==> src/design/pwmgs_cfg.svh <==
// offsets, field positions, reset values and counts of the pwm generator status and override block
`ifndef PWMGS_CFG_SVH
`define PWMGS_CFG_SVH

// ----------------------------------------------------------------
// register byte offsets
// ----------------------------------------------------------------
`define PWMGS_OFS_STATUS 12'h000
`define PWMGS_OFS_OVRCTL 12'h004
`define PWMGS_OFS_CAPTURE 12'h008
`define PWMGS_OFS_IRQ_STATUS 12'h00c
`define PWMGS_OFS_IRQ_MASK 12'h010
`define PWMGS_OFS_CTRL 12'h014

// ----------------------------------------------------------------
// generator status fields
// ----------------------------------------------------------------
`define PWMGS_ST_EVT_LSB 12
`define PWMGS_ST_LIVE_LSB 8
`define PWMGS_ST_SW_TRIGGER_SET 7
`define PWMGS_ST_SW_TRIGGER_CLEAR 6
`define PWMGS_ST_CAP 5
`define PWMGS_ST_UPD_PEND 4
`define PWMGS_ST_UPD_REQ 3
`define PWMGS_ST_STEER 2
`define PWMGS_ST_HALF 1
`define PWMGS_ST_TRIG 0

// ----------------------------------------------------------------
// interrupt status fields, events in bits 3..0 in the order of status bits 15..12
// ----------------------------------------------------------------
`define PWMGS_IRQ_CAP 4
`define PWMGS_IRQ_UPD 5
`define PWMGS_IRQ_W 6

// ----------------------------------------------------------------
// control register fields
// ----------------------------------------------------------------
`define PWMGS_CT_EN 0
`define PWMGS_CT_PUSHPULL 1
`define PWMGS_CT_CENTRE 2
`define PWMGS_CT_BUM_LSB 4

// ----------------------------------------------------------------
// reset values and sync codes
// ----------------------------------------------------------------
`define PWMGS_RST_OVRCTL 16'h0000
`define PWMGS_RST_CTRL 7'h00
`define PWMGS_RST_IRQ 6'h00
`define PWMGS_OVERRIDE_SYNC_SELECT_SOC 2'h0
`define PWMGS_OVERRIDE_SYNC_SELECT_NOW 2'h1
`define PWMGS_OVERRIDE_SYNC_SELECT_BUM 2'h2
`define PWMGS_NUM_CH 4

`endif

==> src/design/pwmgs_pkg.sv <==
// types shared by the pwm generator status and override block
package pwmgs_pkg;

	// high and low pin pair
	typedef struct packed {
		logic hi;
		logic lo;
	} pwmgs_pins_t;

	// output override control word, bit 15 first
	typedef struct packed {
		logic current_limit_invert_mode;
		logic swap;
		logic ovr_en_h;
		logic ovr_en_l;
		pwmgs_pins_t ovr_data;
		logic [1:0] ovr_sync;
		pwmgs_pins_t fault_data;
		pwmgs_pins_t cl_data;
		pwmgs_pins_t ff_data;
		pwmgs_pins_t dbg_data;
	} pwmgs_ovr_t;

	// conditions from the control-input functions, sync first
	typedef struct packed {
		logic sync;
		logic fault;
		logic climit;
		logic ffwd;
	} pwmgs_pci_t;

endpackage

==> src/design/pwmgs_evt.sv <==
// sticky event flags and live status for a group of control-input functions
`timescale 1ns/1ps
module pwmgs_evt #(
	parameter int N = 4
) (
	input wire logic clk_i,
	input wire logic rst_n_i,
	input wire logic enable_i,
	input wire logic [N-1:0] level_i,
	input wire logic [N-1:0] clear_i,
	output logic [N-1:0] flag_o,
	output logic [N-1:0] rise_o,
	output logic [N-1:0] live_o
);

	// ----------------------------------------------------------------
	// parameter check
	// ----------------------------------------------------------------
	if (N < 1 || N > 16)
	begin : g_bad_n
		$error("pwmgs_evt: N out of range");
	end

	logic [N-1:0] prev_r;

	for (genvar i = 0; i < N; i++)
	begin : g_ch
		// previous level, held low while disabled so a high level at enable counts as an edge
		always_ff @(posedge clk_i or negedge rst_n_i)
		begin
			if (!rst_n_i)
				prev_r[i] <= 1'b0;
			else
				prev_r[i] <= enable_i & level_i[i];
		end

		// live copy of the level
		always_ff @(posedge clk_i or negedge rst_n_i)
		begin
			if (!rst_n_i)
				live_o[i] <= 1'b0;
			else
				live_o[i] <= level_i[i];
		end

		// one-cycle edge pulse
		always_ff @(posedge clk_i or negedge rst_n_i)
		begin
			if (!rst_n_i)
				rise_o[i] <= 1'b0;
			else
				rise_o[i] <= enable_i & level_i[i] & ~prev_r[i];
		end

		// sticky flag, a new edge wins over the clear
		always_ff @(posedge clk_i or negedge rst_n_i)
		begin
			if (!rst_n_i)
				flag_o[i] <= 1'b0;
			else if (enable_i & level_i[i] & ~prev_r[i])
				flag_o[i] <= 1'b1;
			else if (clear_i[i])
				flag_o[i] <= 1'b0;
		end
	end

endmodule

==> src/design/pwmgs_ovr.sv <==
// output pin steering: swap, override, fault, current-limit, feed-forward and debug substitution
`timescale 1ns/1ps
`include "pwmgs_cfg.svh"
module pwmgs_ovr (
	input wire logic clk_i,
	input wire logic rst_n_i,
	input wire pwmgs_pkg::pwmgs_ovr_t ctl_i,
	input wire logic [2:0] bum_i,
	input wire logic soc_i,
	input wire pwmgs_pkg::pwmgs_pins_t gen_i,
	input wire pwmgs_pkg::pwmgs_pci_t act_i,
	input wire logic debug_i,
	output pwmgs_pkg::pwmgs_pins_t pins_o
);

	// applied override state
	logic app_en_h_r;
	logic app_en_l_r;
	pwmgs_pkg::pwmgs_pins_t app_data_r;
	logic take;
	pwmgs_pkg::pwmgs_pins_t sw;
	pwmgs_pkg::pwmgs_pins_t nxt;

	// ----------------------------------------------------------------
	// override timing
	// ----------------------------------------------------------------
	always_comb
	begin
		unique case (ctl_i.ovr_sync)
			`PWMGS_OVERRIDE_SYNC_SELECT_NOW: take = 1'b1;
			`PWMGS_OVERRIDE_SYNC_SELECT_SOC: take = soc_i;
			`PWMGS_OVERRIDE_SYNC_SELECT_BUM: take = bum_i[0] | soc_i;
			default: take = 1'b0;
		endcase
	end

	// latch the written override into the applied copy
	always_ff @(posedge clk_i or negedge rst_n_i)
	begin
		if (!rst_n_i)
		begin
			app_en_h_r <= 1'b0;
			app_en_l_r <= 1'b0;
			app_data_r <= '0;
		end
		else if (take)
		begin
			app_en_h_r <= ctl_i.ovr_en_h;
			app_en_l_r <= ctl_i.ovr_en_l;
			app_data_r <= ctl_i.ovr_data;
		end
	end

	// ----------------------------------------------------------------
	// pin selection, fault first, then current limit, feed-forward, debug, user override
	// ----------------------------------------------------------------
	always_comb
	begin
		sw.hi = ctl_i.swap ? gen_i.lo : gen_i.hi;
		sw.lo = ctl_i.swap ? gen_i.hi : gen_i.lo;
		nxt = sw;
		if (act_i.fault)
			nxt = ctl_i.fault_data;
		else if (act_i.climit)
			nxt = ctl_i.current_limit_invert_mode ? ~sw : ctl_i.cl_data;
		else if (act_i.ffwd)
			nxt = ctl_i.ff_data;
		else
		begin
			if (app_en_h_r)
				nxt.hi = app_data_r.hi;
			if (app_en_l_r)
				nxt.lo = app_data_r.lo;
			if (debug_i)
				nxt = ctl_i.dbg_data;
		end
	end

	// registered pins
	always_ff @(posedge clk_i or negedge rst_n_i)
	begin
		if (!rst_n_i)
			pins_o <= '0;
		else
			pins_o <= nxt;
	end

endmodule

==> src/design/pwmgs_top.sv <==
// pwm generator status and output override block with apb register access
// Functional notes
// - sync, current-limit, feed-forward event flags behave like the fault flag.
// - four live status bits follow their control-input levels.
// - writing one to capture flag latches time base and sets flag on the same clock.
// - no further capture until software clears the capture flag.
// - update pending reads one and blocks user data writes while pending.
// - update request bit reads zero and sets update pending until transfer.
// - steering bit shows second (1) or first (0) push-pull cycle.
// - half-cycle bit shows second (1) or first (0) time base half.
// - trigger status is one while triggered and a cycle runs.
// - low pin override enable drives low pin from override data bit.
// - two-bit override data: upper bit high pin, lower bit low pin.
// - override sync: 10 buffer mode, 01 immediate, 00 next start of cycle.
//
// Register access over APB and the register offsets were decided locally.
`timescale 1ns/1ps
`include "pwmgs_cfg.svh"
module pwmgs_top #(
	parameter int TB_W = 16
) (
	input wire logic clk_i,
	input wire logic rst_n_i,
	input wire logic psel_i,
	input wire logic penable_i,
	input wire logic pwrite_i,
	input wire logic [11:0] paddr_i,
	input wire logic [31:0] pwdata_i,
	output logic [31:0] prdata_o,
	output logic pready_o,
	output logic pslverr_o,
	input wire pwmgs_pkg::pwmgs_pci_t pci_i,
	input wire logic debug_i,
	input wire logic soc_i,
	input wire logic eoc_i,
	input wire logic tb_second_half_i,
	input wire logic [TB_W-1:0] timebase_i,
	input wire pwmgs_pkg::pwmgs_pins_t gen_i,
	output pwmgs_pkg::pwmgs_pins_t pins_o,
	output logic cycle_active_o,
	output logic data_write_block_o,
	output logic irq_o
);

	// ----------------------------------------------------------------
	// parameter check
	// ----------------------------------------------------------------
	if (TB_W < 1 || TB_W > 32)
	begin : g_bad_tb
		$error("pwmgs_top: TB_W out of range");
	end

	localparam int NC = `PWMGS_NUM_CH;

	pwmgs_pkg::pwmgs_ovr_t ovr_r;
	logic [6:0] ctrl_r;
	logic [`PWMGS_IRQ_W-1:0] irq_st_r;
	logic [`PWMGS_IRQ_W-1:0] irq_mask_r;
	logic [`PWMGS_IRQ_W-1:0] irq_set;
	logic [TB_W-1:0] cap_r;
	logic cap_flag_r;
	logic cap_req_r;
	logic upd_pend_r;
	logic trig_r;
	logic steer_r;
	logic half_r;
	logic [NC-1:0] evt_flag;
	logic [NC-1:0] evt_rise;
	logic [NC-1:0] evt_live;
	logic [NC-1:0] evt_clr;
	logic setup;
	logic wr;
	logic wr_st;
	logic mapped;
	logic enable;
	logic upd_done;
	logic [31:0] rd_mux;

	assign enable = ctrl_r[`PWMGS_CT_EN];

	// ----------------------------------------------------------------
	// apb slave
	// ----------------------------------------------------------------
	// setup phase is decoded, the access phase answers in its first cycle
	assign setup = psel_i & ~penable_i;
	assign wr = psel_i & penable_i & pwrite_i & pready_o & ~pslverr_o;
	assign wr_st = wr && (paddr_i == `PWMGS_OFS_STATUS);

	// address decode and read data, word aligned offsets only
	always_comb
	begin
		mapped = 1'b1;
		rd_mux = 32'h0000_0000;
		unique case (paddr_i)
			`PWMGS_OFS_STATUS:
			begin
				rd_mux[`PWMGS_ST_EVT_LSB +: NC] = evt_flag;
				rd_mux[`PWMGS_ST_LIVE_LSB +: NC] = evt_live;
				rd_mux[`PWMGS_ST_CAP] = cap_flag_r;
				rd_mux[`PWMGS_ST_UPD_PEND] = upd_pend_r;
				rd_mux[`PWMGS_ST_STEER] = steer_r;
				rd_mux[`PWMGS_ST_HALF] = half_r;
				rd_mux[`PWMGS_ST_TRIG] = trig_r;
			end
			`PWMGS_OFS_OVRCTL: rd_mux[15:0] = ovr_r;
			`PWMGS_OFS_CAPTURE: rd_mux[TB_W-1:0] = cap_r;
			`PWMGS_OFS_IRQ_STATUS: rd_mux[`PWMGS_IRQ_W-1:0] = irq_st_r;
			`PWMGS_OFS_IRQ_MASK: rd_mux[`PWMGS_IRQ_W-1:0] = irq_mask_r;
			`PWMGS_OFS_CTRL: rd_mux[6:0] = ctrl_r;
			default: mapped = 1'b0;
		endcase
	end

	// ready pulse for the first access cycle
	always_ff @(posedge clk_i or negedge rst_n_i)
	begin
		if (!rst_n_i)
			pready_o <= 1'b0;
		else
			pready_o <= setup;
	end

	// error on unmapped address
	always_ff @(posedge clk_i or negedge rst_n_i)
	begin
		if (!rst_n_i)
			pslverr_o <= 1'b0;
		else
			pslverr_o <= setup & ~mapped;
	end

	// read data captured in the setup cycle
	always_ff @(posedge clk_i or negedge rst_n_i)
	begin
		if (!rst_n_i)
			prdata_o <= 32'h0000_0000;
		else if (setup)
			prdata_o <= pwrite_i ? 32'h0000_0000 : rd_mux;
	end

	// ----------------------------------------------------------------
	// writable registers
	// ----------------------------------------------------------------
	// output override control
	always_ff @(posedge clk_i or negedge rst_n_i)
	begin
		if (!rst_n_i)
			ovr_r <= `PWMGS_RST_OVRCTL;
		else if (wr && paddr_i == `PWMGS_OFS_OVRCTL)
			ovr_r <= pwdata_i[15:0];
	end

	// block control
	always_ff @(posedge clk_i or negedge rst_n_i)
	begin
		if (!rst_n_i)
			ctrl_r <= `PWMGS_RST_CTRL;
		else if (wr && paddr_i == `PWMGS_OFS_CTRL)
			ctrl_r <= pwdata_i[6:0];
	end

	// interrupt mask
	always_ff @(posedge clk_i or negedge rst_n_i)
	begin
		if (!rst_n_i)
			irq_mask_r <= `PWMGS_RST_IRQ;
		else if (wr && paddr_i == `PWMGS_OFS_IRQ_MASK)
			irq_mask_r <= pwdata_i[`PWMGS_IRQ_W-1:0];
	end

	// ----------------------------------------------------------------
	// event flags, cleared by writing zero to the flag
	// ----------------------------------------------------------------
	assign evt_clr = wr_st ? ~pwdata_i[`PWMGS_ST_EVT_LSB +: NC] : '0;

	pwmgs_evt #(
		.N(NC)
	) u_evt (
		.clk_i(clk_i),
		.rst_n_i(rst_n_i),
		.enable_i(enable),
		.level_i(pci_i),
		.clear_i(evt_clr),
		.flag_o(evt_flag),
		.rise_o(evt_rise),
		.live_o(evt_live)
	);

	// ----------------------------------------------------------------
	// software capture
	// ----------------------------------------------------------------
	// request armed by a write of one while the flag is clear
	always_ff @(posedge clk_i or negedge rst_n_i)
	begin
		if (!rst_n_i)
			cap_req_r <= 1'b0;
		else if (cap_req_r)
			cap_req_r <= 1'b0;
		else if (wr_st && pwdata_i[`PWMGS_ST_CAP] && !cap_flag_r)
			cap_req_r <= 1'b1;
	end

	// captured time base value
	always_ff @(posedge clk_i or negedge rst_n_i)
	begin
		if (!rst_n_i)
			cap_r <= '0;
		else if (cap_req_r)
			cap_r <= timebase_i;
	end

	// capture flag, cleared by writing zero, the capture itself wins
	always_ff @(posedge clk_i or negedge rst_n_i)
	begin
		if (!rst_n_i)
			cap_flag_r <= 1'b0;
		else if (cap_req_r)
			cap_flag_r <= 1'b1;
		else if (wr_st && !pwdata_i[`PWMGS_ST_CAP])
			cap_flag_r <= 1'b0;
	end

	// ----------------------------------------------------------------
	// data update request
	// ----------------------------------------------------------------
	// transfer at start of cycle, or on the next clock in an immediate buffer mode
	assign upd_done = upd_pend_r & (soc_i | ctrl_r[`PWMGS_CT_BUM_LSB]);

	always_ff @(posedge clk_i or negedge rst_n_i)
	begin
		if (!rst_n_i)
			upd_pend_r <= 1'b0;
		else if (wr_st && pwdata_i[`PWMGS_ST_UPD_REQ])
			upd_pend_r <= 1'b1;
		else if (upd_done)
			upd_pend_r <= 1'b0;
	end

	// blocks user duty, period and phase writes outside this block
	always_ff @(posedge clk_i or negedge rst_n_i)
	begin
		if (!rst_n_i)
			data_write_block_o <= 1'b0;
		else
			data_write_block_o <= upd_pend_r | (wr_st & pwdata_i[`PWMGS_ST_UPD_REQ]);
	end

	// ----------------------------------------------------------------
	// trigger, steering and half-cycle state
	// ----------------------------------------------------------------
	// set by software or start of cycle, ended by software, end of cycle or disable
	always_ff @(posedge clk_i or negedge rst_n_i)
	begin
		if (!rst_n_i)
			trig_r <= 1'b0;
		else if (!enable)
			trig_r <= 1'b0;
		else if ((wr_st && pwdata_i[`PWMGS_ST_SW_TRIGGER_SET]) || soc_i)
			trig_r <= 1'b1;
		else if ((wr_st && pwdata_i[`PWMGS_ST_SW_TRIGGER_CLEAR]) || eoc_i)
			trig_r <= 1'b0;
	end

	assign cycle_active_o = trig_r;

	// push-pull cycle toggles at every end of cycle
	always_ff @(posedge clk_i or negedge rst_n_i)
	begin
		if (!rst_n_i)
			steer_r <= 1'b0;
		else if (!ctrl_r[`PWMGS_CT_PUSHPULL] || !enable)
			steer_r <= 1'b0;
		else if (eoc_i)
			steer_r <= ~steer_r;
	end

	// second half of the centre-aligned time base
	always_ff @(posedge clk_i or negedge rst_n_i)
	begin
		if (!rst_n_i)
			half_r <= 1'b0;
		else
			half_r <= ctrl_r[`PWMGS_CT_CENTRE] & enable & tb_second_half_i;
	end

	// ----------------------------------------------------------------
	// interrupts, set wins over write-one-to-clear
	// ----------------------------------------------------------------
	always_comb
	begin
		irq_set = '0;
		irq_set[NC-1:0] = evt_rise;
		irq_set[`PWMGS_IRQ_CAP] = cap_req_r;
		irq_set[`PWMGS_IRQ_UPD] = upd_done;
	end

	always_ff @(posedge clk_i or negedge rst_n_i)
	begin
		if (!rst_n_i)
			irq_st_r <= `PWMGS_RST_IRQ;
		else if (wr && paddr_i == `PWMGS_OFS_IRQ_STATUS)
			irq_st_r <= (irq_st_r & ~pwdata_i[`PWMGS_IRQ_W-1:0]) | irq_set;
		else
			irq_st_r <= irq_st_r | irq_set;
	end

	// level interrupt output
	always_ff @(posedge clk_i or negedge rst_n_i)
	begin
		if (!rst_n_i)
			irq_o <= 1'b0;
		else
			irq_o <= |((irq_st_r | irq_set) & irq_mask_r);
	end

	// ----------------------------------------------------------------
	// output pins
	// ----------------------------------------------------------------
	pwmgs_ovr u_ovr (
		.clk_i(clk_i),
		.rst_n_i(rst_n_i),
		.ctl_i(ovr_r),
		.bum_i(ctrl_r[`PWMGS_CT_BUM_LSB +: 3]),
		.soc_i(soc_i),
		.gen_i(gen_i),
		.act_i(pci_i),
		.debug_i(debug_i),
		.pins_o(pins_o)
	);

endmodule

==> config.mk <==
export PLATFORM = sky130hd
export DESIGN_NAME = pwmgs_top
export DESIGN_NICKNAME = d
export VERILOG_FILES = /design/src/design/pwmgs_pkg.sv /design/src/design/pwmgs_evt.sv /design/src/design/pwmgs_ovr.sv /design/src/design/pwmgs_top.sv
export VERILOG_INCLUDE_DIRS = /design/src /design/src/design
export SDC_FILE = /design/constraint.sdc
export NUM_CORES = 1
export LEC_CHECK = 0
export BUFFER_PORTS_ARGS = -buffer_cell sky130_fd_sc_hd__buf_4
export CORE_MARGIN = 2
export CORE_UTILIZATION = 43
export CTS_BUF_LIST = sky130_fd_sc_hd__clkbuf_4 sky130_fd_sc_hd__clkbuf_8 sky130_fd_sc_hd__clkbuf_16
export DETAILED_ROUTE_END_ITERATION = 10
export PLACE_DENSITY = 0.7
export SLEW_MARGIN = 20
export SYNTH_ARGS = -nofsm -noshare
export SYNTH_HDL_FRONTEND = slang
export SYNTH_SLANG_ARGS = --single-unit
export TNS_END_PERCENT = 30
==> constraint.sdc <==
create_clock -name clk_i -period 1.8 [get_ports clk_i]
set_clock_uncertainty 0.2 [all_clocks]
set_input_delay 0.09 -clock clk_i [delete_from_list [all_inputs] [get_ports clk_i]]
set_output_delay 0.09 -clock clk_i [all_outputs]
set_load 0.01 [all_outputs]
==> impl_summary.md, run 1 <==
Outcome
The run finished with clean final reports.

Worst hold path
The end point of the worst hold path is u_ovr.pins_o[1]. The worst hold path begins at debug_i. The worst min-delay path class is in -> reg. The worst hold path was traced through 5 stages.

Logic synthesis
Ranked by total cell area, the synthesized netlist is headed by dfrtp_1 55%, mux2_2 13%, mux2_4 3.3%. The share of synthesized flip-flops with an asynchronous set or reset is 1.000. The cell count after synthesis is 360.

The count of distinct cell types in the synthesized netlist is 47. The post-synthesis area per instance is around 12 sq um. The most common cell in the netlist is dfrtp_1.

In the synthesized netlist the dominant register cell turns out to be dfrtp_1. The proportion of synthesized chip area in sequential cells is 0.5509. The total standard cell area after synthesis is ~4500 sq um. The number of synthesis warnings is 0.

In this run, synthesis inferred 0 flip-flops with an integrated enable. Counting flops and latches in the post-synthesis netlist gives 99. The cell taking the most area after synthesis is dfrtp_1. Sorting the synthesized cells by how often they occur yields 99 x dfrtp_1, 52 x mux2_2, 20 x nor2_1. The share of synthesized area in the top cell type comes to 0.5509.

Floorplan
The core region is 10230 sq um. The floorplan row count is 37. The initial core utilization is 0.4395. The overall die area is roughly 11000 sq um. Pin placement for this block handled 114 I/O pins. The die is about 110 um wide.

Measured along the y axis, the die boundary spans ~110 um.

Detailed routing
The first-pass detailed-route iteration total is 4. The via count is ~3400. Using the TritonRoute via totals, the vias-per-cell ratio works out to 5.269. The detailed-route DRC error count is 0. The detailed router finished its first iteration with 165 violations.

For this block, the routed nets add up to 11490 um of wire. Dividing the detail-routed wire length by the instance count gives around 18 um. The remaining number of nets flagged by the antenna check after routing is 0.

Setup path
The worst-path maximum fanout is 10. The arrival time of the worst setup path is 1.85 ns. The critical path crosses 5 cells after its start point. The buffering stage count on the worst path with inverters included is 2. The endpoint type of the worst setup path is a flop. STA puts the critical path data required time at ~1.9 ns. The slack of the worst reg-to-reg path is about 0.07 ns.

Walking the worst path, the cells encountered are dlygate4sd3_1 > buf_4 > nor2b_1 > nand4_2 > mux2_2. The category of the critical setup timing path is in -> reg. The number of cells on the worst reg-to-reg path is 4. The slowest stage of the critical path belongs to the cell dlygate4sd3_1. The nature of the critical path startpoint is an input pin. The worst reg2reg path startpoint is ovr_r[1]. In this design, the stage delay of the slowest critical-path cell is 0.55 ns. The critical path's top delay family is buffers and inverters. In this run the critical register-to-register path is captured at prdata_o[1].

Finish
The share of layout cells above drive strength 1 is 0.3848. At the end of the flow, the number of nets in the layout was 582. The count of non-filler cells in the finished layout is 648. The area growth from synthesis to layout is 34.72%.

With fillers left out, the area of the finished cells amounts to between 6000 and 7000 sq um. The number of filler instances in the final layout is between 800 and 900. The total inserted antenna cells is 0. The final standard cell utilization of the core is 0.5921.

GRT
The first-pass GRT wire length is approximately 19000 um. Across every metal layer, demand over resource in global routing totals 0.2153. Entering global routing, the biggest net connects between 40 and 50 pins.

Summed over all layers, the global routing overflow is 0. The number of antenna violations at the first check in global routing is 0. The via count of the first global-routing pass is 3627.

STA
The aggregate negative setup slack is 0 ns. The final max-slew violation count is 0. Setup repair after global routing could not meet its margin everywhere. Measured against its own limit, the worst slew margin works out to 0.5898. The count of endpoints failing hold in the final timing report is 0. The worst path in the final design needs a cycle of 1.795 ns, including I/O delays and setup. Derived from the worst setup path, the maximum achievable clock frequency is between 0.5 and 0.6 GHz. The final count of negative-setup-slack endpoints is 0. The final period utilization is 0.9973.

The slew at the pin with the worst max-slew slack is slightly above 0.6 ns.

Job
The count of maximum capacitance violations is 0.

Placement
Summed over all nets, the half-perimeter wirelength after detailed placement is about 8300 um. The placer's final routability congestion estimate is 0.8720. The number of port buffers is 81. The total cell area at the placement stage is around 5400 sq um. The total placed cells including tap cells is 590.

Clock network
The H-tree was split into 3 levels. The number of post-CTS setup repair buffers is 0. Clock tree synthesis inserted a total of 9 buffers. At the later pin of the worst-skew pair, clock insertion delay measures roughly 0.36 ns. The clock transition at the registers of the reported paths is around 0.10 ns. The buffer cell driving the clock tree root is clkbuf_8. The TritonCTS sink count is 99.

The buffer depth of the longest clock path is 2. TritonCTS built the clock tree.

Pwr
The power per cell area is roughly 700 nW/um^2. VDD sags by at most approximately 360 uV. Summing internal, switching and leakage power gives between 4000 and 5000 uW. The analysis attributes to cell leakage a power of between 0.003 and 0.004 uW.
[area by class of cell]
class / instances / area (sq um) / share of cell area
Sequential cell: 99 / 2477 / 0.4089
Clock buffer: 10 / 137.6 / 0.02272
Multi-Input combinational cell: 241 / 1882 / 0.3106
Clock inverter: 6 / 87.58 / 0.01446
Tap cell: 136 / 170.2 / 0.02809
Timing Repair Buffer: 150 / 1281 / 0.2115
Inverter: 6 / 22.52 / 0.003717
[worst max path at each step]
stage,from,to,slack [ns]
2_1_floorplan,paddr_i[0],ovr_r[10],-0.18
3_3_place_gp,paddr_i[0],ovr_r[14],-0.21
3_5_place_dp,paddr_i[0],ctrl_r[3],-0.25
4_1_cts,paddr_i[3],ctrl_r[1],0.05
5_1_grt,pready_o,ctrl_r[1],-0.05
6_report,paddr_i[3],ctrl_r[6],0.005
[cell usage in the layout, fill, tap and decap left out, types with 2 or more instances in the layout]
cell             n
buf_4          104
dfrtp_1         99
mux2_2          52
dlygate4sd3_1   42
nor2_1          20
o21ai_0         19
a21oi_1         17
conb_1          16
nand2_1         13
a22oi_1         11
mux2_4          10
clkbuf_8        10
nor2b_1          8
nand3_1          7
a21o_1           7
and2_1           6
inv_1            6
and3_1           5
nand2b_1         5
a221o_1          5
mux2i_1          5
a32oi_1          4
buf_12           4
nand4_1          3
mux4_2           3
or4_4            2
nor3_1           2
o211ai_1         2
nor4_1           2
a221oi_1         2
clkinv_2         2
bufinv_16        2
[routing by layer]
metal,track usage,part of all wire,vias to the layer above
met3,0.04660,0.052,13
met2,0.3622,0.50,119
li1,-,-,1571
met1,0.2827,0.43,1711
met5,0,0,-
met4,0.05827,0.014,0
[worst min-delay path: stages]
cell      delay [ns]
buf_4           0.10
inv_1           0.05
o211ai_1        0.08
a221o_1         0.15
a21oi_1         0.08
[power breakdown]
group | total (uW) | leakage, uW | switching, uW | internal, uW
sequential | 2240 | 0.00136 | 3.92 | 2230
clock | 1610 | 0.000117 | 785 | 824
combinational | 400 | 0.00160 | 197 | 203
[through the flow]
step,hold WS (ns),worst slack (ns)
2_1_floorplan,-0.4056,-0.1844
3_3_place_gp,-0.07104,-0.2148
3_5_place_dp,-0.05198,-0.2529
4_1_cts,0.01117,0.04808
5_1_grt,0.03866,-0.04926
6_report,0.02954,0.004775
[cells by family (layout without fill, tap and decap cells)]
logic type,after synthesis,in the layout,share of synthesized area
AO/OA/AOI/OAI,72,72,0.1052
other,1,16,0.0008339
multiplexers,70,70,0.1898
XOR/XNOR,1,1,0.001948
AND/OR/NAND/NOR,82,82,0.1063
buffers and inverters,35,172,0.04507
flip-flops,99,99,0.5509
[sequential cells by signal, indices dropped and copies added, names as in the netlist, 2 cells and up]
register	count
cap_r	16
ovr_r	16
prdata_o	16
ctrl_r	7
irq_mask_r	6
irq_st_r	6
u_evt.flag_o	4
u_evt.live_o	4
u_evt.prev_r	4
u_evt.rise_o	4
u_ovr.app_data_r	2
u_ovr.pins_o	2
[what timing repair did]
item,in CTS,in global routing
hold endpoints to repair,147,0
endpoints found under the setup margin,0,16
hold buffers,42,0
gates resized for setup,0,1
Note: power is estimated with default switching activity, not from simulation.
==> run 2, diff against run 1 <==
--- a/config.mk
+++ b/config.mk
@@ -12,6 +12,7 @@
 export CTS_BUF_LIST = sky130_fd_sc_hd__clkbuf_4 sky130_fd_sc_hd__clkbuf_8 sky130_fd_sc_hd__clkbuf_16
 export DETAILED_ROUTE_END_ITERATION = 10
 export PLACE_DENSITY = 0.7
+export SETUP_SLACK_MARGIN = 0.15
 export SLEW_MARGIN = 20
 export SYNTH_ARGS = -nofsm -noshare
 export SYNTH_HDL_FRONTEND = slang
==> run 2 against run 1 <==
  * The run now ends with hold timing left
  * Cell area increased by 0.85%
  * Combinational power about the same
  * Via count increased by 0.97%
  * Sequential cell count unchanged
  * Sequential power about the same
  * Critical path type is now reg -> reg
  * Critical endpoint is now prdata_o[1]
==> impl_summary.md, run 2 (synthesis results as in run 1) <==
Setup path
The data required time of the critical path is 1.85 ns (about the same). The buffering stage count on the worst path with inverters included was 0 (-2). The critical path is of the reg -> reg type. The slack of the worst reg-to-reg path was 0.09 ns (+0.02 ns). STA classifies the critical path startpoint as a flop.

The delay of the slowest critical-path stage is 0.48 ns (-0.07 ns). The arrival time of the worst setup path is 1.76 ns (-0.09 ns). Walking the worst path, the cells encountered are mux4_2 > a22oi_1 > nor2_1 > a221o_1. The endpoint type of the worst setup path is a flop. The number of cells on the worst reg-to-reg path was 4 (unchanged). The worst register-to-register path ends at prdata_o[1].

The worst-path maximum fanout came to 3 (-7). The critical path's top delay family is multiplexers. The highest-delay cell along the critical path is mux4_2.

The worst register-to-register path begins at ovr_r[1].

Clock network
The clock latency at the later pin of the worst-skew pair came to 0.37 ns (about the same). The total clock buffers created by CTS came to 9 (unchanged). The clock transition at the registers of the reported paths is 0.10 ns (about the same). TritonCTS built the clock tree. The number of levels the H-tree was split into is 3 (unchanged).

The TritonCTS sink count came to 99 (unchanged). The buffer depth of the longest clock path is 2 (unchanged). The buffer cell driving the clock tree root is clkbuf_8.

Detailed routing
The detailed router's first-iteration violation count is 189 (+15%). The remaining number of nets flagged by the antenna check after routing is 0 (unchanged). The routed via count divided by cell count is 5.271 (about the same).

The first-pass detailed-route iteration total is 4 (unchanged). The average routed wire per standard cell is 17.50 um (-1.3%). The detailed-route DRC error count is 0 (unchanged). The via count is 3447 (+0.97%).

The aggregate routed wire length came to 11450 um (-0.35%).

Worst hold path
The worst hold path depth is 4 (-1). The worst min-delay path class is in -> reg. The end point of the worst hold path is pslverr_o. The startpoint of the tightest hold check path is paddr_i[1].

STA
The max-slew headroom at the worst pin is 0.5894 (about the same). The final count of negative-setup-slack endpoints is 0 (unchanged). The final critical path time including I/O delays and setup is 1.706 ns (-0.08892 ns). The count of endpoints failing hold in the final timing report came to 1 (+1). Setup repair after global routing could not meet its margin everywhere. The final period utilization is 0.9479 (-0.04940). The maximum frequency from static timing analysis came to 0.5861 GHz (+5.2%). The slew at the pin with the worst max-slew slack is 0.6146 ns (-0.0006149 ns).

The aggregate negative setup slack came to 0 ns (unchanged). The tightest hold margin is -0.03598 ns (-0.06553 ns). The final max-slew violation count came to 0 (unchanged).

Placement
The total placed cells including tap cells is 588 (-0.34%). The placer's final routability congestion estimate is 0.8805 (+0.97%). The number of port buffers is 81 (unchanged).

The half-perimeter wire length of the detailed placement result is 8384 um (+1.1%).

Finish
The largest registers in the layout are cap_r: 16 flops, ovr_r: 16 flops, prdata_o: 16 flops. The library cell used most frequently in the layout, excluding fill and tap cells, is buf_4. The number of filler instances in the final layout is 834 (+0.85%). The share of layout cells above drive strength 1 is 0.3900 (+0.005196). The final net count is 588 (+1.0%). The final standard cell utilization of the core is 0.5972 (+0.005014).

The area growth from synthesis to layout is 35.87%. The count of non-filler cells in the finished layout came to 654 (+0.93%). In the layout the commonest cells are 108 x buf_4, 99 x dfrtp_1, 52 x mux2_2. The total inserted antenna cells is 0 (unchanged).

Outcome
The flow ran to the end, but the final reports show violations. The checks that failed: hold timing.

Floorplan
The floorplan row count was 37 (unchanged). The number of top-level pins is 114 (unchanged). The die boundary height is 106.3 um (unchanged).

The initial core utilization is 0.4395 (unchanged). The overall die area came to 11290 sq um (unchanged). The placeable core area is 10230 sq um (unchanged). The width of the die came to 106.3 um (unchanged).

GRT
The overall fraction of global-route tracks in use is 0.2140 (-0.001350). The first-pass GRT wire length is 18420 um (-1.1%). The maximum number of pins on one net before global-route repair is 36 (-23%).

The number of antenna violations at the first check in global routing came to 0 (unchanged). The total grt overflow is 0 (unchanged). The via count of the first global-routing pass was 3479 (-4.1%).

Pwr
The leakage power is 0.003097 uW (+0.66%). The power per cell area was 676.8 nW/um^2 (-3.4%). The worst voltage drop across the vdd grid is 418.5 uV (+16%).

Job
The count of maximum capacitance violations is 0 (unchanged).
==> run 2: cell types whose count changed in the layout (fill, tap and decap cells not counted), moves of 2 or more <==
cell	before	now
clkinv_2	2	0
buf_4	104	108
clkinvlp_4	0	2
dlygate4sd3_1	42	44
==> run 2: cell type report <==
| class | count | area [sq um] | area share |
|---|---|---|---|
| Clock inverter | 7 | 82.58 | 0.01352 |
| Timing Repair Buffer | 156 | 1331 | 0.2179 |
| Tap cell | 136 | 170.2 | 0.02785 |
| Multi-Input combinational cell | 241 | 1902 | 0.3113 |
| Sequential cell | 99 | 2477 | 0.4055 |
| Clock buffer | 9 | 123.9 | 0.02027 |
| Inverter | 6 | 22.52 | 0.003686 |
==> run 2: how the worst max path moves through the flow <==
stage	from	to	slack, ns	cells after the start
finish	ovr_r[1]	prdata_o[1]	0.09	4
global route	pready_o	ovr_r[10]	0.009	6
CTS	pready_o	ovr_r[12]	0.08	6
detailed placement	paddr_i[0]	ctrl_r[3]	-0.27	6
global placement	paddr_i[0]	ctrl_r[3]	-0.24	6
floorplan	paddr_i[0]	ovr_r[10]	-0.18	5
==> run 2: power breakdown <==
group / switching, uW / internal, uW
Combinational: 195 / 208
Sequential: 4.39 / 2230
Clock: 830 / 665
==> run 2: worst min-delay path: stages <==
cell     delay [ns]
buf_4          0.11
nor3_4         0.05
buf_12         0.13
a21oi_1        0.11
==> run 2: repair_timing <==
item	4_1_cts	5_1_grt
endpoints found under the setup margin	32	42
resized for setup	2	2
hold buffers	43	1
pin swaps	0	1
buffers inserted	0	6
endpoints found under the hold margin	176	1
==> run 2: routing by layer <==
metal,GRT usage,wire (um),vias to the layer above
met5,0,0,-
met4,0.07425,201,0
met3,0.04292,734,17
met2,0.3462,5516,130
met1,0.2883,4993,1713
li1,-,-,1587
==> run 2: metrics by stage <==
| stage | cell area [sq um] | setup slack [ns] | hold WS, ns | total power [uW] |
|---|---|---|---|---|
| floorplan | 4562 | -0.1844 | -0.4056 | 2406 |
| global placement | 5393 | -0.2412 | -0.1277 | 2598 |
| detailed placement | 5393 | -0.2700 | -0.1220 | 2603 |
| CTS | 6047 | 0.08074 | -0.04970 | 4167 |
| global route | 6110 | 0.009003 | 0.002562 | 4280 |
| finish | 6110 | 0.09370 | -0.03598 | 4135 |
==> run 3, diff against run 2 <==
--- a/config.mk
+++ b/config.mk
@@ -11,6 +11,7 @@
 export CORE_UTILIZATION = 43
 export CTS_BUF_LIST = sky130_fd_sc_hd__clkbuf_4 sky130_fd_sc_hd__clkbuf_8 sky130_fd_sc_hd__clkbuf_16
 export DETAILED_ROUTE_END_ITERATION = 10
+export HOLD_SLACK_MARGIN = 0.12
 export PLACE_DENSITY = 0.7
 export SETUP_SLACK_MARGIN = 0.15
 export SLEW_MARGIN = 20
==> run 3 against run 2 <==
  * The run still ends with hold timing left
  * Worst hold slack got worse by 0.0064 ns
  * Sequential cell count unchanged
  * First-iteration DRC count down 32%
  * Cell count grew 0.46%
  * Maximum frequency hardly changed
  * Global-route usage grew 0.053 points
  * Non-clock buffer count up 3
  * Worst setup slack about the same
  * Die area is the same
  * Largest power group unchanged
  * Highest routed layer unchanged
==> impl_summary.md, run 3 (synthesis results as in run 1) <==
Floorplan
The initial core utilization came to 0.4395 (unchanged). The placeable core area came to 10230 sq um (unchanged). The number of top-level pins came to 114 (unchanged). The width of the die came to 106.3 um (unchanged). The floorplan row count came to 37 (unchanged).

The overall die area came to 11290 sq um (unchanged). The die boundary height is 106.3 um (unchanged).

Setup path
The worst reg2reg path startpoint is ovr_r[1]. The capture instance of the worst register-to-register path is prdata_o[1]. On the critical path, the stage with the largest delay is an instance of mux4_2. The delay of the slowest critical-path stage is 0.50 ns (+0.02 ns). Walking the worst path, the cells encountered are mux4_2 > a22oi_2 > nor2_1 > a221o_1. The arrival time of the worst setup path was 1.76 ns (about the same). The data required time of the critical path is 1.86 ns (about the same). The category of the critical setup timing path is reg -> reg.

The nature of the critical path startpoint is a flop. The buffering stage count on the worst path with inverters included is 0 (unchanged). STA classifies the critical path endpoint as a flop.

The slack of the worst reg-to-reg path is 0.09 ns (about the same). Among cell families on the critical path, the largest total delay comes from multiplexers. The number of cells on the worst reg-to-reg path is 4 (unchanged). The worst-path maximum fanout is 3 (unchanged).

Detailed routing
The aggregate routed wire length is 11490 um (+0.40%). The via count is 3475 (+0.81%). The remaining number of nets flagged by the antenna check after routing is 0 (unchanged). The average routed wire per standard cell is 17.49 um (about the same). The detailed-route DRC error count was 0 (unchanged). The routed via count divided by cell count is 5.289 (+0.35%). The detailed router's first-iteration violation count came to 128 (-32%).

The first-pass detailed-route iteration total is 4 (unchanged).

Finish
The design area is 6150 sq um (+0.66%). The footprint of the multi-input gates was 1907 sq um (+0.26%). The most common cell after layout, fill and taps aside is buf_4. The area growth from synthesis to layout is 36.76%. The final standard cell utilization of the core is 0.6011 (+0.003913). The total inserted antenna cells is 0 (unchanged). The area used by sequential logic in the layout is 2477 sq um (unchanged).

Leaving out fill and tap cells, the most frequent cells in the layout are 106 x buf_4, 99 x dfrtp_1, 52 x mux2_2. The share of layout cells above drive strength 1 is 0.3858 (-0.004165). The final net count is 591 (+0.51%). In the final layout, the registers with the most flip-flops are cap_r: 16 flops, ovr_r: 16 flops, prdata_o: 16 flops. The number of filler instances in the final layout is 835 (+0.12%).

Clock network
The buffer depth of the longest clock path came to 2 (unchanged). The number of levels the H-tree was split into is 3 (unchanged). The CTS tree is built.

In this run the clock root is driven by a clkbuf_8. The clock transition at the registers of the reported paths is 0.10 ns (about the same). The TritonCTS sink count came to 99 (unchanged). The total clock buffers created by CTS was 9 (unchanged). The clock latency at the later pin of the worst-skew pair is 0.37 ns (about the same). The number of hold buffers added after CTS is 49 (+14%).

Worst hold path
The worst hold path depth is 4 (unchanged). The startpoint of the tightest hold check path is paddr_i[1]. The worst hold path terminates at pslverr_o. The worst min-delay path class is in -> reg.

STA
The final max-slew violation count is 0 (unchanged). The slew at the pin with the worst max-slew slack is 0.6128 ns (-0.001784 ns). The max-slew headroom at the worst pin is 0.5906 (+0.001149).

Setup repair after global routing could not meet its margin everywhere. The maximum frequency from static timing analysis came to 0.5860 GHz (about the same). The final count of negative-setup-slack endpoints is 0 (unchanged). The tightest hold margin is -0.04236 ns (-0.006374 ns). The final period utilization is 0.9481 (about the same). The count of endpoints failing hold in the final timing report is 1 (unchanged). The final critical path time including I/O delays and setup is 1.707 ns (+0.0002579 ns).

Placement
The half-perimeter wire length of the detailed placement result was 8384 um (unchanged). The total cell area at the placement stage is 5393 sq um (unchanged). The number of port buffers was 81 (unchanged). The placer's final routability congestion estimate came to 0.8805 (unchanged).

Pwr
The power per cell area is 674.7 nW/um^2 (-0.31%). The worst voltage drop across the vdd grid came to 418.1 uV (about the same). The leakage power came to 0.003105 uW (+0.25%).

Outcome
The final reports fail on hold timing. The flow ran to the end, but the final reports show violations.

Job
The count of maximum capacitance violations is 0 (unchanged).

GRT
The number of antenna violations at the first check in global routing is 0 (unchanged). The total grt overflow is 0 (unchanged). The first-pass GRT wire length was 18500 um (+0.41%). The maximum number of pins on one net before global-route repair is 36 (unchanged).

The via count of the first global-routing pass is 3501 (+0.63%). The overall fraction of global-route tracks in use is 0.2145 (+0.0005287).
[run 3: changes by cell type in the layout (fill, tap and decap cells not counted)]
cell,previous run,this run
a22oi_2,1,2
a22oi_1,10,9
dlygate4sd3_1,44,49
buf_4,108,106
[run 3: metal layers]
metal	global-route usage	wire length, um
met5	0	0
met4	0.07143	252
met3	0.04414	683
met2	0.3498	5483
met1	0.2870	5072
[run 3: power breakdown]
| group | total (uW) | internal [uW] | switching (uW) |
|---|---|---|---|
| clock network | 1500 | 665 | 837 |
| registers | 2240 | 2230 | 4.30 |
| logic | 410 | 214 | 197 |
| total | 4150 | 3110 | 1040 |
[run 3: worst min-delay path, cell delays in order]
cell and delay (ns):
buf_4 0.11, nor3_4 0.05, buf_12 0.13, a21oi_1 0.11
[run 3: worst max path at each step]
stage | start | to | slack (ns) | cells after the start
after floorplan | paddr_i[0] | ovr_r[10] | -0.18 | 5
after global placement | paddr_i[0] | ctrl_r[3] | -0.24 | 6
after detailed placement | paddr_i[0] | ctrl_r[3] | -0.27 | 6
after CTS | pready_o | ovr_r[12] | 0.08 | 6
after global routing | pready_o | ovr_r[10] | 0.005 | 6
final | ovr_r[1] | prdata_o[1] | 0.09 | 4
[run 3: timing repair]
item / in CTS / in global routing
setup endpoints to repair: 32 / 60
setup buffers: 0 / 4
resized for setup: 2 / 3
hold endpoints to repair: 185 / 7
pin swaps: 0 / 1
[run 3: stage by stage]
| stage | cells | setup TNS [ns] | hold slack [ns] | power [uW] | worst slack, ns |
|---|---|---|---|---|---|
| final | 657 | 0 | -0.04236 | 4149 | 0.09344 |
| after global placement | 588 | -9.344 | -0.1277 | 2598 | -0.2412 |
| after floorplan | 375 | -2.481 | -0.4056 | 2406 | -0.1844 |
| after CTS | 653 | 0 | -0.04970 | 4177 | 0.08074 |
| after detailed placement | 588 | -9.946 | -0.1220 | 2603 | -0.2700 |
| after global routing | 657 | 0 | 0.001780 | 4288 | 0.005470 |
[run 3: layout make-up]
| type | instances | share of cell area |
|---|---|---|
| timing repair buffer | 159 | 0.2222 |
| tap | 136 | 0.02767 |
| clock buffer | 9 | 0.02014 |
| sequential | 99 | 0.4028 |
| clock inverter | 7 | 0.01343 |
| multi-input combinational | 241 | 0.3101 |
| inverter | 6 | 0.003662 |
